[src/ilc_pkg.sv]
/*
  Package for the T1 in-band loop code generator and detectors.
  Assumes a single APB clock domain and 8-bit registers in 32-bit words.
*/
package ilc_pkg;

  // ==========================================================
  // Register indices (printed offsets, byte address = 4 * index)
  // ==========================================================
  localparam logic [9:0] IDX_RX_LEN_CTRL = 10'h082;
  localparam logic [9:0] IDX_RX_LATCHED = 10'h092;
  localparam logic [9:0] IDX_RX_SP_DEF1 = 10'h09C;
  localparam logic [9:0] IDX_RX_SP_DEF2 = 10'h09D;
  localparam logic [9:0] IDX_RX_MASK = 10'h0A2;
  localparam logic [9:0] IDX_RX_UP_DEF1 = 10'h0AC;
  localparam logic [9:0] IDX_RX_UP_DEF2 = 10'h0AD;
  localparam logic [9:0] IDX_RX_DN_DEF1 = 10'h0AE;
  localparam logic [9:0] IDX_RX_DN_DEF2 = 10'h0AF;
  localparam logic [9:0] IDX_RX_LIVE = 10'h0B2;
  localparam logic [9:0] IDX_TX_CTRL3 = 10'h183;
  localparam logic [9:0] IDX_TX_CTRL4 = 10'h186;
  localparam logic [9:0] IDX_TX_DEF1 = 10'h1AC;
  localparam logic [9:0] IDX_TX_DEF2 = 10'h1AD;
  localparam logic [9:0] IDX_SP_LEN_CTRL = 10'h09E;
  localparam logic [9:0] IDX_PORT_CFG = 10'h0C0;
  localparam int PORT_STRIDE = 32'h200;

  // ==========================================================
  // Field positions
  // ==========================================================
  localparam int TX_LOOP_EN_BIT = 0;
  localparam int TX_LEN_LOW_BIT = 0;
  localparam int TX_LEN_HIGH_BIT = 1;
  localparam int TX_LEN_EXT_LSB = 2;
  localparam int CFG_T1_BIT = 0;
  localparam int CFG_NO_FBIT = 1;
  localparam int STAT_UP_BIT = 0;
  localparam int STAT_DN_BIT = 1;
  localparam int STAT_SP_BIT = 2;
  localparam int LOSS_OFFSET = 3;

  // ==========================================================
  // Length codes: 3-bit field, 0..6 -> 1..7 bits, 7 -> 8 bits
  // Receive up/down codes sit in ctrl[2:0] and ctrl[5:3];
  // ctrl[6] set selects 16 bits for both.
  // ==========================================================
  localparam logic [2:0] LEN_CODE_8 = 3'h7;
  localparam int RX_UP_LEN_LSB = 0;
  localparam int RX_DN_LEN_LSB = 3;
  localparam int RX_LEN16_BIT = 6;
  localparam int SP_LEN16_BIT = 3;

  // ==========================================================
  // Reset values and timing
  // ==========================================================
  localparam logic [7:0] RST_BYTE = 8'h00;
  localparam logic [7:0] RST_CFG = 8'h01;
  localparam int CLK_HZ = 25_000_000;
  localparam int INTEG_MS = 48;
  localparam int INTEG_BITS = 1544 * INTEG_MS;
  localparam int T1_FRAME_BITS = 193;
  localparam int ERR_LIMIT_DIV = 100;
  localparam int LOSS_LIMIT_DIV = 4;

  typedef struct packed {
    logic [15:0] code;
    logic [4:0] len;
  } ilc_pattern_t;

endpackage : ilc_pkg

[src/ilc_loop_code.sv]
/*
  Loop code generator and three detectors with an APB register slave.
  Assumes tx and rx bit strobes synchronous to pclk, one per line bit.
*/
// Chosen here: the APB register port.
`timescale 1ns/100ps

module ilc_loop_code #(
  parameter int PORT_NUM = 1,
  parameter int INTEG_BITS = ilc_pkg::INTEG_BITS
) (
  input wire logic pclk,
  input wire logic presetn,
  input wire logic psel,
  input wire logic penable,
  input wire logic pwrite,
  input wire logic [31:0] paddr,
  input wire logic [31:0] pwdata,
  output logic [31:0] prdata,
  output logic pready,
  output logic pslverr,
  input wire logic tx_bit_stb,
  input wire logic tx_line_data,
  input wire logic tx_fbit_slot,
  output logic tx_out_data,
  input wire logic rx_bit_stb,
  input wire logic rx_line_data,
  output logic loop_code_irq_pend
);

  // ==========================================================
  // Bus decode
  // ==========================================================
  localparam logic [31:0] BASE = 32'((PORT_NUM - 1) * ilc_pkg::PORT_STRIDE * 4);
  logic [31:0] rel_addr;
  logic [9:0] idx;
  logic in_range;
  logic addr_above;
  logic addr_near;
  logic addr_aligned;
  logic wr_en;
  assign rel_addr = paddr - BASE;
  assign idx = rel_addr[11:2];
  // Foreign-port or misaligned addresses answer with an error and read zero
  assign addr_above = paddr >= BASE;
  assign addr_near = rel_addr[31:12] == 20'h00000;
  assign addr_aligned = rel_addr[1:0] == 2'h0;
  assign in_range = addr_above && addr_near && addr_aligned;
  assign wr_en = psel && penable && pwrite && in_range;
  // Zero wait states: every register answers in the access cycle
  assign pready = 1'b1;

  logic [7:0] rx_len_q, sp_len_q, mask_q, tx3_q, tx4_q, cfg_q;
  logic [7:0] tdef1_q, tdef2_q;
  logic [7:0] up1_q, up2_q, dn1_q, dn2_q, sp1_q, sp2_q;
  logic [5:0] latched_q;
  logic [2:0] live;
  logic t1_mode;
  assign t1_mode = cfg_q[ilc_pkg::CFG_T1_BIT];

  // ==========================================================
  // Writable registers
  // ==========================================================
  always_ff @(posedge pclk or negedge presetn) begin
    if (!presetn) begin
      rx_len_q <= ilc_pkg::RST_BYTE;
      sp_len_q <= ilc_pkg::RST_BYTE;
      mask_q <= ilc_pkg::RST_BYTE;
      tx3_q <= ilc_pkg::RST_BYTE;
      tx4_q <= ilc_pkg::RST_BYTE;
      cfg_q <= ilc_pkg::RST_CFG;
      tdef1_q <= ilc_pkg::RST_BYTE;
      tdef2_q <= ilc_pkg::RST_BYTE;
      up1_q <= ilc_pkg::RST_BYTE;
      up2_q <= ilc_pkg::RST_BYTE;
      dn1_q <= ilc_pkg::RST_BYTE;
      dn2_q <= ilc_pkg::RST_BYTE;
      sp1_q <= ilc_pkg::RST_BYTE;
      sp2_q <= ilc_pkg::RST_BYTE;
    end else if (wr_en) begin
      unique case (idx)
        ilc_pkg::IDX_RX_LEN_CTRL: rx_len_q <= pwdata[7:0];
        ilc_pkg::IDX_SP_LEN_CTRL: sp_len_q <= pwdata[7:0];
        ilc_pkg::IDX_RX_MASK: mask_q <= pwdata[7:0];
        ilc_pkg::IDX_TX_CTRL3: tx3_q <= pwdata[7:0];
        ilc_pkg::IDX_TX_CTRL4: tx4_q <= pwdata[7:0];
        ilc_pkg::IDX_PORT_CFG: cfg_q <= pwdata[7:0];
        ilc_pkg::IDX_TX_DEF1: tdef1_q <= pwdata[7:0];
        ilc_pkg::IDX_TX_DEF2: tdef2_q <= pwdata[7:0];
        ilc_pkg::IDX_RX_UP_DEF1: up1_q <= pwdata[7:0];
        ilc_pkg::IDX_RX_UP_DEF2: up2_q <= pwdata[7:0];
        ilc_pkg::IDX_RX_DN_DEF1: dn1_q <= pwdata[7:0];
        ilc_pkg::IDX_RX_DN_DEF2: dn2_q <= pwdata[7:0];
        ilc_pkg::IDX_RX_SP_DEF1: sp1_q <= pwdata[7:0];
        ilc_pkg::IDX_RX_SP_DEF2: sp2_q <= pwdata[7:0];
        default: ;
      endcase
    end
  end

  // ==========================================================
  // Read path and error answer
  // ==========================================================
  logic [7:0] rd_byte;
  logic rd_hit;
  always_comb begin
    rd_byte = 8'h00;
    rd_hit = 1'b1;
    unique case (idx)
      ilc_pkg::IDX_RX_LEN_CTRL: rd_byte = rx_len_q;
      ilc_pkg::IDX_SP_LEN_CTRL: rd_byte = sp_len_q;
      ilc_pkg::IDX_RX_MASK: rd_byte = mask_q;
      ilc_pkg::IDX_TX_CTRL3: rd_byte = tx3_q;
      ilc_pkg::IDX_TX_CTRL4: rd_byte = tx4_q;
      ilc_pkg::IDX_PORT_CFG: rd_byte = cfg_q;
      ilc_pkg::IDX_TX_DEF1: rd_byte = tdef1_q;
      ilc_pkg::IDX_TX_DEF2: rd_byte = tdef2_q;
      ilc_pkg::IDX_RX_UP_DEF1: rd_byte = up1_q;
      ilc_pkg::IDX_RX_UP_DEF2: rd_byte = up2_q;
      ilc_pkg::IDX_RX_DN_DEF1: rd_byte = dn1_q;
      ilc_pkg::IDX_RX_DN_DEF2: rd_byte = dn2_q;
      ilc_pkg::IDX_RX_SP_DEF1: rd_byte = sp1_q;
      ilc_pkg::IDX_RX_SP_DEF2: rd_byte = sp2_q;
      ilc_pkg::IDX_RX_LIVE: rd_byte = {5'h00, live};
      ilc_pkg::IDX_RX_LATCHED: rd_byte = {2'h0, latched_q};
      default: rd_hit = 1'b0;
    endcase
    if (!in_range) begin
      rd_hit = 1'b0;
      rd_byte = 8'h00;
    end
  end

  always_ff @(posedge pclk or negedge presetn) begin
    if (!presetn) begin
      prdata <= 32'h00000000;
    end else if (psel && !penable && !pwrite) begin
      prdata <= {24'h000000, rd_byte};
    end
  end
  assign pslverr = psel && penable && !rd_hit;

  // ==========================================================
  // Transmit generator
  // ==========================================================
  // 3-bit length field: two documented select bits plus one extension bit
  logic [2:0] tx_len_code;
  logic [4:0] tx_len;
  logic [3:0] tx_pos_q;
  logic tx_active;
  logic tx_fslot_take;
  assign tx_len_code = {tx4_q[ilc_pkg::TX_LEN_EXT_LSB], tx4_q[ilc_pkg::TX_LEN_HIGH_BIT],
                        tx4_q[ilc_pkg::TX_LEN_LOW_BIT]};
  // Code 0 means 5 bits (documented); others are local choices
  always_comb begin
    unique case (tx_len_code)
      3'h0: tx_len = 5'd5;
      3'h1: tx_len = 5'd6;
      3'h2: tx_len = 5'd7;
      3'h3: tx_len = 5'd16;
      3'h4: tx_len = 5'd1;
      3'h5: tx_len = 5'd2;
      3'h6: tx_len = 5'd3;
      3'h7: tx_len = 5'd4;
    endcase
  end
  assign tx_active = t1_mode && tx3_q[ilc_pkg::TX_LOOP_EN_BIT];
  // Framing slot overwrites a pattern bit; the pattern keeps its phase
  assign tx_fslot_take = tx_fbit_slot && !cfg_q[ilc_pkg::CFG_NO_FBIT];

  always_ff @(posedge pclk or negedge presetn) begin
    if (!presetn) begin
      tx_pos_q <= 4'h0;
    end else if (!tx_active) begin
      tx_pos_q <= 4'h0;
    end else if (tx_bit_stb) begin
      tx_pos_q <= (5'(tx_pos_q) + 5'd1 >= tx_len) ? 4'h0 : tx_pos_q + 4'h1;
    end
  end

  // MSB of first register goes out first; 16-bit wraps into second register
  logic [15:0] tx_word;
  logic tx_pat_bit;
  assign tx_word = {tdef1_q, tdef2_q};
  assign tx_pat_bit = tx_word[4'hF - tx_pos_q];

  always_ff @(posedge pclk or negedge presetn) begin
    if (!presetn) begin
      tx_out_data <= 1'b0;
    end else if (tx_bit_stb) begin
      if (tx_active && !tx_fslot_take) begin
        tx_out_data <= tx_pat_bit;
      end else begin
        tx_out_data <= tx_line_data;
      end
    end
  end

  // ==========================================================
  // Receive detectors
  // ==========================================================
  // Sixteen bits of history cover the longest code
  logic [15:0] rx_hist_q;
  always_ff @(posedge pclk or negedge presetn) begin
    if (!presetn) begin
      rx_hist_q <= 16'h0000;
    end else if (rx_bit_stb) begin
      rx_hist_q <= {rx_hist_q[14:0], rx_line_data};
    end
  end

  function automatic logic [4:0] len_of(input logic [2:0] code, input logic is16);
    if (is16) begin
      len_of = 5'd16;
    end else begin
      len_of = 5'(code) + 5'd1;
    end
  endfunction

  ilc_pkg::ilc_pattern_t pat [3];
  logic [2:0] restart;
  assign pat[0].code = {up1_q, up2_q};
  assign pat[0].len = len_of(rx_len_q[ilc_pkg::RX_UP_LEN_LSB +: 3], rx_len_q[ilc_pkg::RX_LEN16_BIT]);
  assign pat[1].code = {dn1_q, dn2_q};
  assign pat[1].len = len_of(rx_len_q[ilc_pkg::RX_DN_LEN_LSB +: 3], rx_len_q[ilc_pkg::RX_LEN16_BIT]);
  assign pat[2].code = {sp1_q, sp2_q};
  assign pat[2].len = len_of(sp_len_q[2:0], sp_len_q[ilc_pkg::SP_LEN16_BIT]);
  // Least significant byte is the second register in a 16-bit code
  assign restart[0] = wr_en && (idx == ilc_pkg::IDX_RX_UP_DEF2 || idx == ilc_pkg::IDX_RX_UP_DEF1);
  assign restart[1] = wr_en && (idx == ilc_pkg::IDX_RX_DN_DEF2 || idx == ilc_pkg::IDX_RX_DN_DEF1);
  assign restart[2] = wr_en && (idx == ilc_pkg::IDX_RX_SP_DEF2 || idx == ilc_pkg::IDX_RX_SP_DEF1);

  // ==========================================================
  // Detection limits
  // ==========================================================
  // A line error shows twice in a period match, hence the doubled limit
  localparam logic [23:0] SET_LIMIT = 24'(2 * INTEG_BITS / ilc_pkg::ERR_LIMIT_DIV);
  // Looser hold limit keeps a noisy window from dropping a live code
  localparam logic [23:0] LOSS_LIMIT = 24'(INTEG_BITS / ilc_pkg::LOSS_LIMIT_DIV);

  logic [2:0] live_prev_q;
  for (genvar d = 0; d < 3; d++) begin : g_det
    // Compare received bit against bit that arrived one pattern length earlier
    // Period match needs no phase hunt; the reference check pins the code itself
    logic exp_bit;
    logic ref_hit;
    logic [15:0] ref_w;
    logic [15:0] mask_w;
    logic [23:0] bits_q;
    logic [23:0] errs_q;
    logic seen_q;
    logic det_q;
    logic [4:0] lenm;
    assign lenm = pat[d].len;
    assign exp_bit = rx_hist_q[4'(lenm - 5'd1)];
    // Top lenm bits are the reference, so short codes read register 1 only
    assign ref_w = pat[d].code >> (5'd16 - lenm);
    assign mask_w = 16'((17'h00001 << lenm) - 17'h00001);
    assign ref_hit = ((rx_hist_q ^ ref_w) & mask_w) == 16'h0000;
    always_ff @(posedge pclk or negedge presetn) begin
      if (!presetn) begin
        bits_q <= 24'h000000;
        errs_q <= 24'h000000;
        seen_q <= 1'b0;
        det_q <= 1'b0;
      end else if (!t1_mode || restart[d]) begin
        bits_q <= 24'h000000;
        errs_q <= 24'h000000;
        seen_q <= 1'b0;
        det_q <= 1'b0;
      end else if (rx_bit_stb) begin
        // Period match tolerates framing bits and errors alike
        if (bits_q == 24'(INTEG_BITS - 1)) begin
          det_q <= seen_q && (errs_q <= (det_q ? LOSS_LIMIT : SET_LIMIT));
          bits_q <= 24'h000000;
          errs_q <= 24'h000000;
          seen_q <= 1'b0;
        end else begin
          bits_q <= bits_q + 24'h000001;
          errs_q <= errs_q + 24'(rx_line_data != exp_bit);
          seen_q <= seen_q | ref_hit;
        end
      end
    end
    assign live[d] = det_q;
  end

  // ==========================================================
  // Latched status, write-one-to-clear, mask
  // ==========================================================
  // Edges of the live bits feed the latched set and loss bits
  logic [5:0] ev;
  assign ev = {live_prev_q & ~live, live & ~live_prev_q};
  always_ff @(posedge pclk or negedge presetn) begin
    if (!presetn) begin
      live_prev_q <= 3'h0;
    end else begin
      live_prev_q <= live;
    end
  end

  // Set beats a same-cycle clear
  always_ff @(posedge pclk or negedge presetn) begin
    if (!presetn) begin
      latched_q <= 6'h00;
    end else if (wr_en && idx == ilc_pkg::IDX_RX_LATCHED) begin
      latched_q <= (latched_q & ~pwdata[5:0]) | ev;
    end else begin
      latched_q <= latched_q | ev;
    end
  end

  always_ff @(posedge pclk or negedge presetn) begin
    if (!presetn) begin
      loop_code_irq_pend <= 1'b0;
    end else begin
      loop_code_irq_pend <= |(latched_q & mask_q[5:0]);
    end
  end

endmodule : ilc_loop_code

[config.mk]
export PLATFORM = sky130hd
export DESIGN_NAME = ilc_loop_code
export DESIGN_NICKNAME = d
export VERILOG_FILES = /design/src/ilc_pkg.sv /design/src/ilc_loop_code.sv
export SDC_FILE = /design/constraint.sdc
export NUM_CORES = 1
export LEC_CHECK = 0
export BUFFER_PORTS_ARGS = -buffer_cell sky130_fd_sc_hd__buf_4
export CAP_MARGIN = 20
export CELL_PAD_IN_SITES_DETAIL_PLACEMENT = 0
export CELL_PAD_IN_SITES_GLOBAL_PLACEMENT = 1
export CORE_MARGIN = 3
export CORE_UTILIZATION = 35
export DETAILED_ROUTE_END_ITERATION = 8
export GPL_TIMING_DRIVEN = 0
export PLACE_DENSITY = 0.74
export SYNTH_ARGS = -nofsm -noshare
export SYNTH_HDL_FRONTEND = slang
export SYNTH_SLANG_ARGS = --single-unit
[constraint.sdc]
create_clock -name pclk -period 4.7 [get_ports pclk]
set_clock_uncertainty 0.2 [all_clocks]
set_input_delay 0.94 -clock pclk [delete_from_list [all_inputs] [get_ports pclk]]
set_output_delay 0.94 -clock pclk [all_outputs]
set_load 0.1 [all_outputs]
==> key figures, run 1 <==
Critical path
  • Max stage delay on crit path: 0.45 ns
  • Crit path launch type: primary input
  • CP max FO: 10
  • Cell Chain, Critical Path: buf_4, nor3b_1, and3b_1, nor3b_1, and3_1, clkbuf_1, nor3_1, nand3_1, o41a_1, nor2_2, buf_4
  • Crit path arrival time: 3.41 ns
  • CP Capture Type: output port
  • Crit-path slowest cell: clkbuf_1
  • Critical path class: in -> out
  • R2r worst-path depth: 17
  • R2r setup slk: 0.20 ns
  • Worst EP required: 3.56 ns

Global route
  • Global-route wire length before repair: 97.92 mm
  • Initial antenna violation count: 0
  • Pin count of the biggest net entering global routing: 122
  • Total gr overflow: 0
  • Vias in the first global route: 17130
  • Total global-route track usage: 20.12%

Synthesis
  • Seq/Total Area, Yosys: 37.21%
  • Post-synth top cells: 300 x dfrtp_1, 255 x nand2_1, 171 x nor2_1
  • #FFs+latches synth: 301
  • Synth area leaders: dfrtp_1 37%, mux2_2 7.8%, mux4_2 4.9%
  • Number of synthesized flops with an enable pin: 0
  • Most frequent cell after synthesis: dfrtp_1
  • Synth cell types: 96
  • Gate Count Post-Synth: 2174
  • Area leader, netlist: dfrtp_1
  • Synth top area share: 37.08%
  • Top_reg_cell synth: dfrtp_1
  • Mapped cell area: 20250 um2
  • Post-synthesis average cell area: 9.313 um2
  • Asr flop ratio synth: 100.0%
  • Number of synthesis warnings: 0

Clock tree
  • Later-pin clock latency in the skew report: 0.55 ns
  • CTS root buf: clkbuf_16
  • Clock transition at path regs: 0.06 ns
  • CTS Sinks: 301
  • H-tree Lvls: 2
  • CTS Hold Buffers Added: 0
  • Total CTS buffers: 36
  • Clock tree buffer depth: 3
  • CTS tree: done

Route
  • Via count: 17480
  • Vias per cell: 5.652
  • DRT antenna net count: 0
  • First-iteration detailed-routing DRC count: 1477
  • # DRC: 0
  • 1st-pass router iterations: 5
  • Routed length per instance: 19.84 um
  • Final wirelength: 61.34 mm

Placed design
  • IO Port Bufs: 60
  • Placed Cells: 3015
  • Setup slack at placement: -1.403 ns
  • Post-DP Area: 21850 um2
  • Final HPWL DP: 45.11 mm
  • RD Place Congestion: 0.9261

Die
  • Core area: 56820 um2
  • DIE AREA: 60770 um2
  • Row cnt: 87
  • Initial Utilization: 35.63%
  • Top-Level Pins: 110
  • Die height: 246.5 um
  • Die Width: 246.5 um

STA
  • Tcrit/Tclk final: 96.73%
  • Hold_ws: 0.1865 ns
  • Final setup TNS: 0 ns
  • Max-slew headroom: 27.14%
  • PnR worst setup slack: 0.1537 ns
  • Tightest Pin Transition: 1.085 ns
  • Fin crit period: 4.546 ns
  • Hold Vio Cnt, Final: 0
  • Max Slew Vio Count: 0
  • FMAX: 220.0 MHz
  • Count of final setup violators: 0
  • RSZ-0062 raised after global routing: false

Layout
  • Non-Filler Instances: 3092
  • Final nets: 2437
  • FF/Latch Area: 7536 um2
  • Largest registers: g_det.bits_q x72, g_det.errs_q x72, rx_hist_q x16
  • Filler instances: 5659
  • P&R area growth vs syn: 15.09%
  • Core Util, Final: 41.01%
  • Final instance area: 23300 um2
  • Layout cells sized above 1: 18.29%
  • Multi-input gate area: 12150 um2

Power
  • Total chip power: 6.148 mW
  • Lkg Pwr: 9.682 nW
  • Power Density: 263.9 nW/um2
  • Worst VDD drop: 0.0002225 V

Worst hold path
  • Min-delay worst type: in -> async

Job
  • Max cap viols: 0

Run status
  • Status: complete, no violations
==> final cells by class <==
| class | instances | share of cell area, % |
|---|---|---|
| clock buffers | 54 | 4.505 |
| inverters | 37 | 0.5961 |
| multi-input cells | 1703 | 52.13 |
| repair buffers | 80 | 2.771 |
| diodes | 1 | 0.01074 |
| plain buffers | 148 | 3.168 |
| clock inverters | 12 | 0.4135 |
| flip-flops and latches | 301 | 32.34 |
| well taps | 756 | 4.060 |
==> worst paths after layout <==
check | from | to
hold / removal | presetn | g_det[0].bits_q[19]$_DFFE_PN0P_
hold reg to reg | live_prev_q[2]$_DFF_PN0_ | latched_q[2]$_DFF_PN0_
max in group asynchronous | presetn | g_det[2].errs_q[20]$_DFFE_PN0P_
setup / recovery | paddr[8] | pslverr
setup reg to reg | sp_len_q[0]$_DFFE_PN0P_ | g_det[2].errs_q[22]$_DFFE_PN0P_
min in group pclk | live_prev_q[2]$_DFF_PN0_ | latched_q[2]$_DFF_PN0_
==> cells by family (layout without fill, tap and decap cells) <==
| kind of cell | count (synthesis) | after routing | synth area share (%) |
|---|---|---|---|
| AND/OR/NAND/NOR | 790 | 790 | 19.29 |
| AO/OA/AOI/OAI | 457 | 457 | 14.52 |
| flip-flops | 301 | 301 | 37.21 |
| multiplexers | 233 | 233 | 15.13 |
| buffers and inverters | 193 | 331 | 4.209 |
| XOR/XNOR | 142 | 142 | 6.143 |
| adder cells (fa/ha/maj) | 56 | 56 | 3.461 |
| other | 2 | 26 | 0.03709 |
==> layout by cell type (no fill, tap or decap), drive strengths merged, types with 9 or more instances in the layout <==
cell type  synthesis  routed
o31ai             20      20
inv               36      39
xor2              79      79
nor2b             18      18
a22o              12      12
nand3             65      65
and3              48      48
a222oi            11      11
mux2i             48      48
o21ai            162     162
a32oi             10      10
and2              16      16
a21oi             88      88
clkinv             1       9
or2                9       9
clkbuf           101     150
conb               2      25
dfrtp            300     300
nor2             172     172
a31oi             15      15
nand4             25      25
o22ai             20      20
xnor2             63      63
or3               36      36
o2111ai            9       9
nor3              48      48
mux4              44      44
a22oi             14      14
nand2b            28      28
nor4              19      19
a211oi            11      11
buf               55     132
ha                56      56
mux2             141     141
a221oi            13      13
nand2            255     255
==> critical path, delay by kind of cell <==
family,cells,cell delay (ns)
AO/OA/AOI/OAI,1,0.37
AND/OR/NAND/NOR,7,1.28
buffers and inverters,3,0.82
==> metal layers <==
| layer | vias to the layer above | share of wire (%) | GRT usage, % |
|---|---|---|---|
| met5 | - | 0 | 0 |
| met4 | 0 | 3.7 | 7.873 |
| met3 | 122 | 4.6 | 2.166 |
| met2 | 498 | 47 | 32.70 |
| met1 | 8695 | 45 | 27.50 |
| li1 | 8162 | - | - |
==> where the power goes <==
part / internal [mW] / leakage, nW / total (mW) / switching (mW)
registers: 2.64 / 4.15 / 2.66 / 0.0205
clock network: 1.61 / 0.571 / 2.74 / 1.13
logic: 0.252 / 4.96 / 0.745 / 0.494
==> what timing repair did <==
action,4_1_cts,5_1_grt
endpoints found under the setup margin,45,29
gates resized for setup,36,23
cloned,0,0
pin swaps,11,8
setup buffers,10,6
(Power assumes the default switching activity.)
==> inputs of run 2 (changes only) <==
- ABC_AREA: not set -> 1
- PLACE_DENSITY: 0.74 -> 0.75
- clock period: 4.7 -> 4.48 ns (I/O delays scaled with it)
==> run 2 against run 1 <==
Setup slack improved by 0.17 ns. Global-route usage increased by 2.8 points. Flip-flop and latch count unchanged. Wire length increased by 21%. Critical path type is now reg -> reg. Critical endpoint is now g_det[0].errs_q[13]$_DFFE_PN0P_. Largest cell class unchanged.
==> key figures, run 2 <==
Placed design
  • Setup slack at placement: -0.7698 ns (+0.6331 ns)
  • Final HPWL DP: 56.27 mm (+25%)
  • IO Port Bufs: 60 (unchanged)
  • RD Place Congestion: 0.9646 (+4.2%)
  • Placed Cells: 4010 (+33%)

Route
  • 1st-pass router iterations: 6 (+1)
  • # DRC: 0 (unchanged)
  • WL met3: 4.319 mm (+54%)
  • First-iteration detailed-routing DRC count: 1699 (+15%)
  • Vias per cell: 5.374 (-4.9%)
  • Met1 wire length: 35.44 mm (+29%)
  • Routed length per instance: 18.16 um (-8.4%)
  • Final wirelength: 74.11 mm (+21%)
  • Highest Signal Layer: met4
  • Met2 WL: 32.23 mm (+12%)
  • Via count: 21930 (+25%)
  • DRT antenna net count: 0 (unchanged)

Die
  • Initial Utilization: 35.50% (-0.13 points)
  • Row cnt: 90 (+3.4%)
  • DIE AREA: 64350 um2 (+5.9%)
  • Die height: 253.7 um (+2.9%)
  • Die Width: 253.7 um (+2.9%)
  • Core area: 60470 um2 (+6.4%)
  • Top-Level Pins: 110 (unchanged)

Layout
  • Layout cells sized above 1: 8.460% (-9.8 points)
  • Core Util, Final: 40.49% (-0.51 points)
  • Largest registers: g_det.bits_q x72, g_det.errs_q x72, rx_hist_q x16
  • Commonest non-fill, non-tap cells in the layout: 851 x nand2_1, 343 x nand3_1, 315 x inv_1
  • Final nets: 3401 (+40%)
  • P&R area growth vs syn: 14.05%
  • Non-Filler Instances: 4080 (+32%)
  • Commonest non-fill, non-tap cell in the layout: nand2_1
  • Inserted Diodes: 0 (-1)
  • Filler instances: 6459 (+14%)

Worst hold path
  • Min-delay worst type: reg -> reg
  • Hold path start: live_prev_q[2]$_DFF_PN0_

Synthesis
  • Post-Synth Adder-Cell Area: 3.264% (-0.20 points)
  • Post-synthesis xor/xnor area fraction: 2.570% (-3.6 points)
  • Asr flop ratio synth: 100.0% (unchanged)
  • Mux contribution to synthesized area: 0.09325% (-15 points)
  • #FFs+latches synth: 301 (unchanged)
  • Synth cell types: 62 (-35%)
  • Most frequent cell after synthesis: nand2_1
  • Area leader, netlist: dfrtp_1
  • Top_reg_cell synth: dfrtp_1
  • Synth area leaders: dfrtp_1 35%, nand2_1 15%, nand3_1 8.0%
  • Post-Synth Simple-Gate Area: 35.93% (+17 points)
  • Largest family of logic cells by synthesized area: simple AND/OR/NAND/NOR gates
  • Seq/Total Area, Yosys: 35.09% (-2.1 points)
  • Compound-Gate Fraction of Synth Area: 14.07% (-0.45 points)
  • Number of synthesis warnings: 0 (unchanged)
  • Mapped cell area: 21470 um2 (+6.0%)
  • Synth top area share: 34.97% (-2.1 points)
  • Gate Count Post-Synth: 3141 (+44%)
  • Post-synthesis average cell area: 6.835 um2 (-27%)
  • Post-synth top cells: 851 x nand2_1, 343 x nand3_1, 315 x inv_1
  • Number of synthesized flops with an enable pin: 0 (unchanged)

Clock tree
  • CTS tree: done
  • Clock tree buffer depth: 3 (unchanged)
  • Clock transition at path regs: 0.06 ns (about the same)
  • Later-pin clock latency in the skew report: 0.60 ns (+0.05 ns)
  • Total CTS buffers: 38 (+5.6%)
  • H-tree Lvls: 2 (unchanged)
  • CTS Sinks: 301 (unchanged)
  • CTS root buf: clkbuf_16

Run status
  • Status: complete, no violations

STA
  • Max Slew Vio Count: 0 (unchanged)
  • Fin crit period: 4.151 ns
  • PnR worst setup slack: 0.3287 ns (+0.1750 ns)
  • Count of final setup violators: 0 (unchanged)
  • Hold_ws: 0.2454 ns (+0.05886 ns)
  • Hold Vio Cnt, Final: 0 (unchanged)
  • Tcrit/Tclk final: 92.66%
  • Tightest Pin Transition: 0.9080 ns (-0.1765 ns)
  • Max-slew headroom: 39.24% (+12 points)
  • RSZ-0062 raised after global routing: false
  • FMAX: 240.9 MHz

Critical path
  • Critical path class: reg -> reg
  • Crit-path slowest cell: dfrtp_1
  • Max stage delay on crit path: 0.49 ns (+0.04 ns)
  • CP Capture Type: flop
  • Cell Chain, Critical Path: ha_1, nand2_1, ha_1, buf_4, a21oi_1, o21ai_0, nand3_1, a32o_2, xor2_4, ha_2, nand2_1, nor2_1, nand3_1, nor3_2, nand2_2, nor2_2, inv_1, nor3_1, a21oi_1
  • FF-to-FF Start: rx_len_q[0]$_DFFE_PN0P_
  • Launch point of the worst path: rx_len_q[0]$_DFFE_PN0P_
  • Crit path arrival time: 4.40 ns (+0.99 ns)
  • Worst EP required: 4.73 ns (+1.17 ns)
  • Crit path launch type: flop
  • CP max FO: 10 (unchanged)

Global route
  • Initial antenna violation count: 0 (unchanged)
  • Global-route wire length before repair: 117.4 mm (+20%)
  • Pin count of the biggest net entering global routing: 112 (-8.2%)
  • Total gr overflow: 0 (unchanged)
  • Total global-route track usage: 22.96% (+2.8 points)
  • Vias in the first global route: 20760 (+21%)

Power
  • Lkg Pwr: 10.72 nW (+11%)
  • Worst VDD drop: 0.0002772 V (+25%)
  • Total chip power: 6.425 mW (+4.5%)
  • Power Density: 262.4 nW/um2 (-0.56%)

Job
  • Max cap viols: 0 (unchanged)
[run 2: changes by cell type after synthesis, sizes merged, moves of 44 or more]
cell / previous run / this run
mux4: 44 / 0
inv: 36 / 329
xnor2: 63 / 11
nand2: 255 / 858
mux2: 141 / 0
nor2: 172 / 276
nand4: 25 / 73
mux2i: 48 / 2
nand3: 65 / 358
o21ai: 162 / 258
clkbuf: 101 / 56
[run 2: layout make-up]
class	instances	area (um2)	area share [%]
Clock buffer	53	1047	4.277
Timing Repair Buffer	68	580.6	2.371
Sequential cell	301	7533	30.77
Inverter	332	1249	5.100
Buffer	127	690.7	2.821
Tap cell	782	978.4	3.996
Multi-Input combinational cell	2403	12190	49.77
Clock inverter	14	219.0	0.8942
[run 2: repair_timing]
| action | 4_1_cts | 5_1_grt |
|---|---|---|
| hold buffers | 1 | 0 |
| setup buffers | 0 | 3 |
| resized for setup | 11 | 20 |
| pin swaps | 0 | 4 |
| endpoints found under the hold margin | 17 | 0 |
| setup endpoints to repair | 22 | 19 |
[run 2: layer usage]
layer / track usage, % / vias up
met1: 33.01 / 10340
met2: 35.87 / 656
met4: 6.995 / 0
met5: 0 / -
li1: - / 10810
met3: 3.162 / 124
[run 2: cell families after synthesis]
kind of cell             Yosys count
AO/OA/AOI/OAI                    523
XOR/XNOR                          63
adder cells (fa/ha/maj)           56
buffers and inverters            460
flip-flops                       301
multiplexers                       2
other                              2
AND/OR/NAND/NOR                 1734
[run 2: power by group]
group | leakage (nW) | switching (mW) | internal, mW
registers | 4.15 | 0.0622 | 2.74
logic | 5.96 | 0.373 | 0.110
clock network | 0.609 | 1.30 | 1.83
[run 2: path summary, 6_finish.rpt]
path / endpoint / slack [ns] / cells after the start
min in group asynchronous: g_det[1].bits_q[17]$_DFFE_PN0P_ / 0.56 / 2
worst max register to register: g_det[0].errs_q[13]$_DFFE_PN0P_ / 0.33 / 19
max in group asynchronous: tdef1_q[6]$_DFFE_PN0P_ / 2.39 / 4
worst max-delay path: g_det[0].errs_q[13]$_DFFE_PN0P_ / 0.33 / 19
worst min-delay path: latched_q[2]$_DFF_PN0_ / 0.25 / 1
worst min register to register: latched_q[2]$_DFF_PN0_ / 0.25 / 1
[run 2: per-stage QoR]
stage / setup TNS (ns) / area (um2)
floorplan: 0 / 21560
global placement: -187.49 / 22980
detailed placement: -9.625 / 23080
CTS: 0 / 24390
global route: 0 / 24490
finish: 0 / 24490
[run 2: worst max-delay path: cells and delay by family, from the launching register on]
family	cells	cell delay (ns)
AND/OR/NAND/NOR	9	1.24
adder cells (fa/ha/maj)	3	0.96
AO/OA/AOI/OAI	4	0.61
flip-flops	1	0.49
buffers and inverters	2	0.29
XOR/XNOR	1	0.21
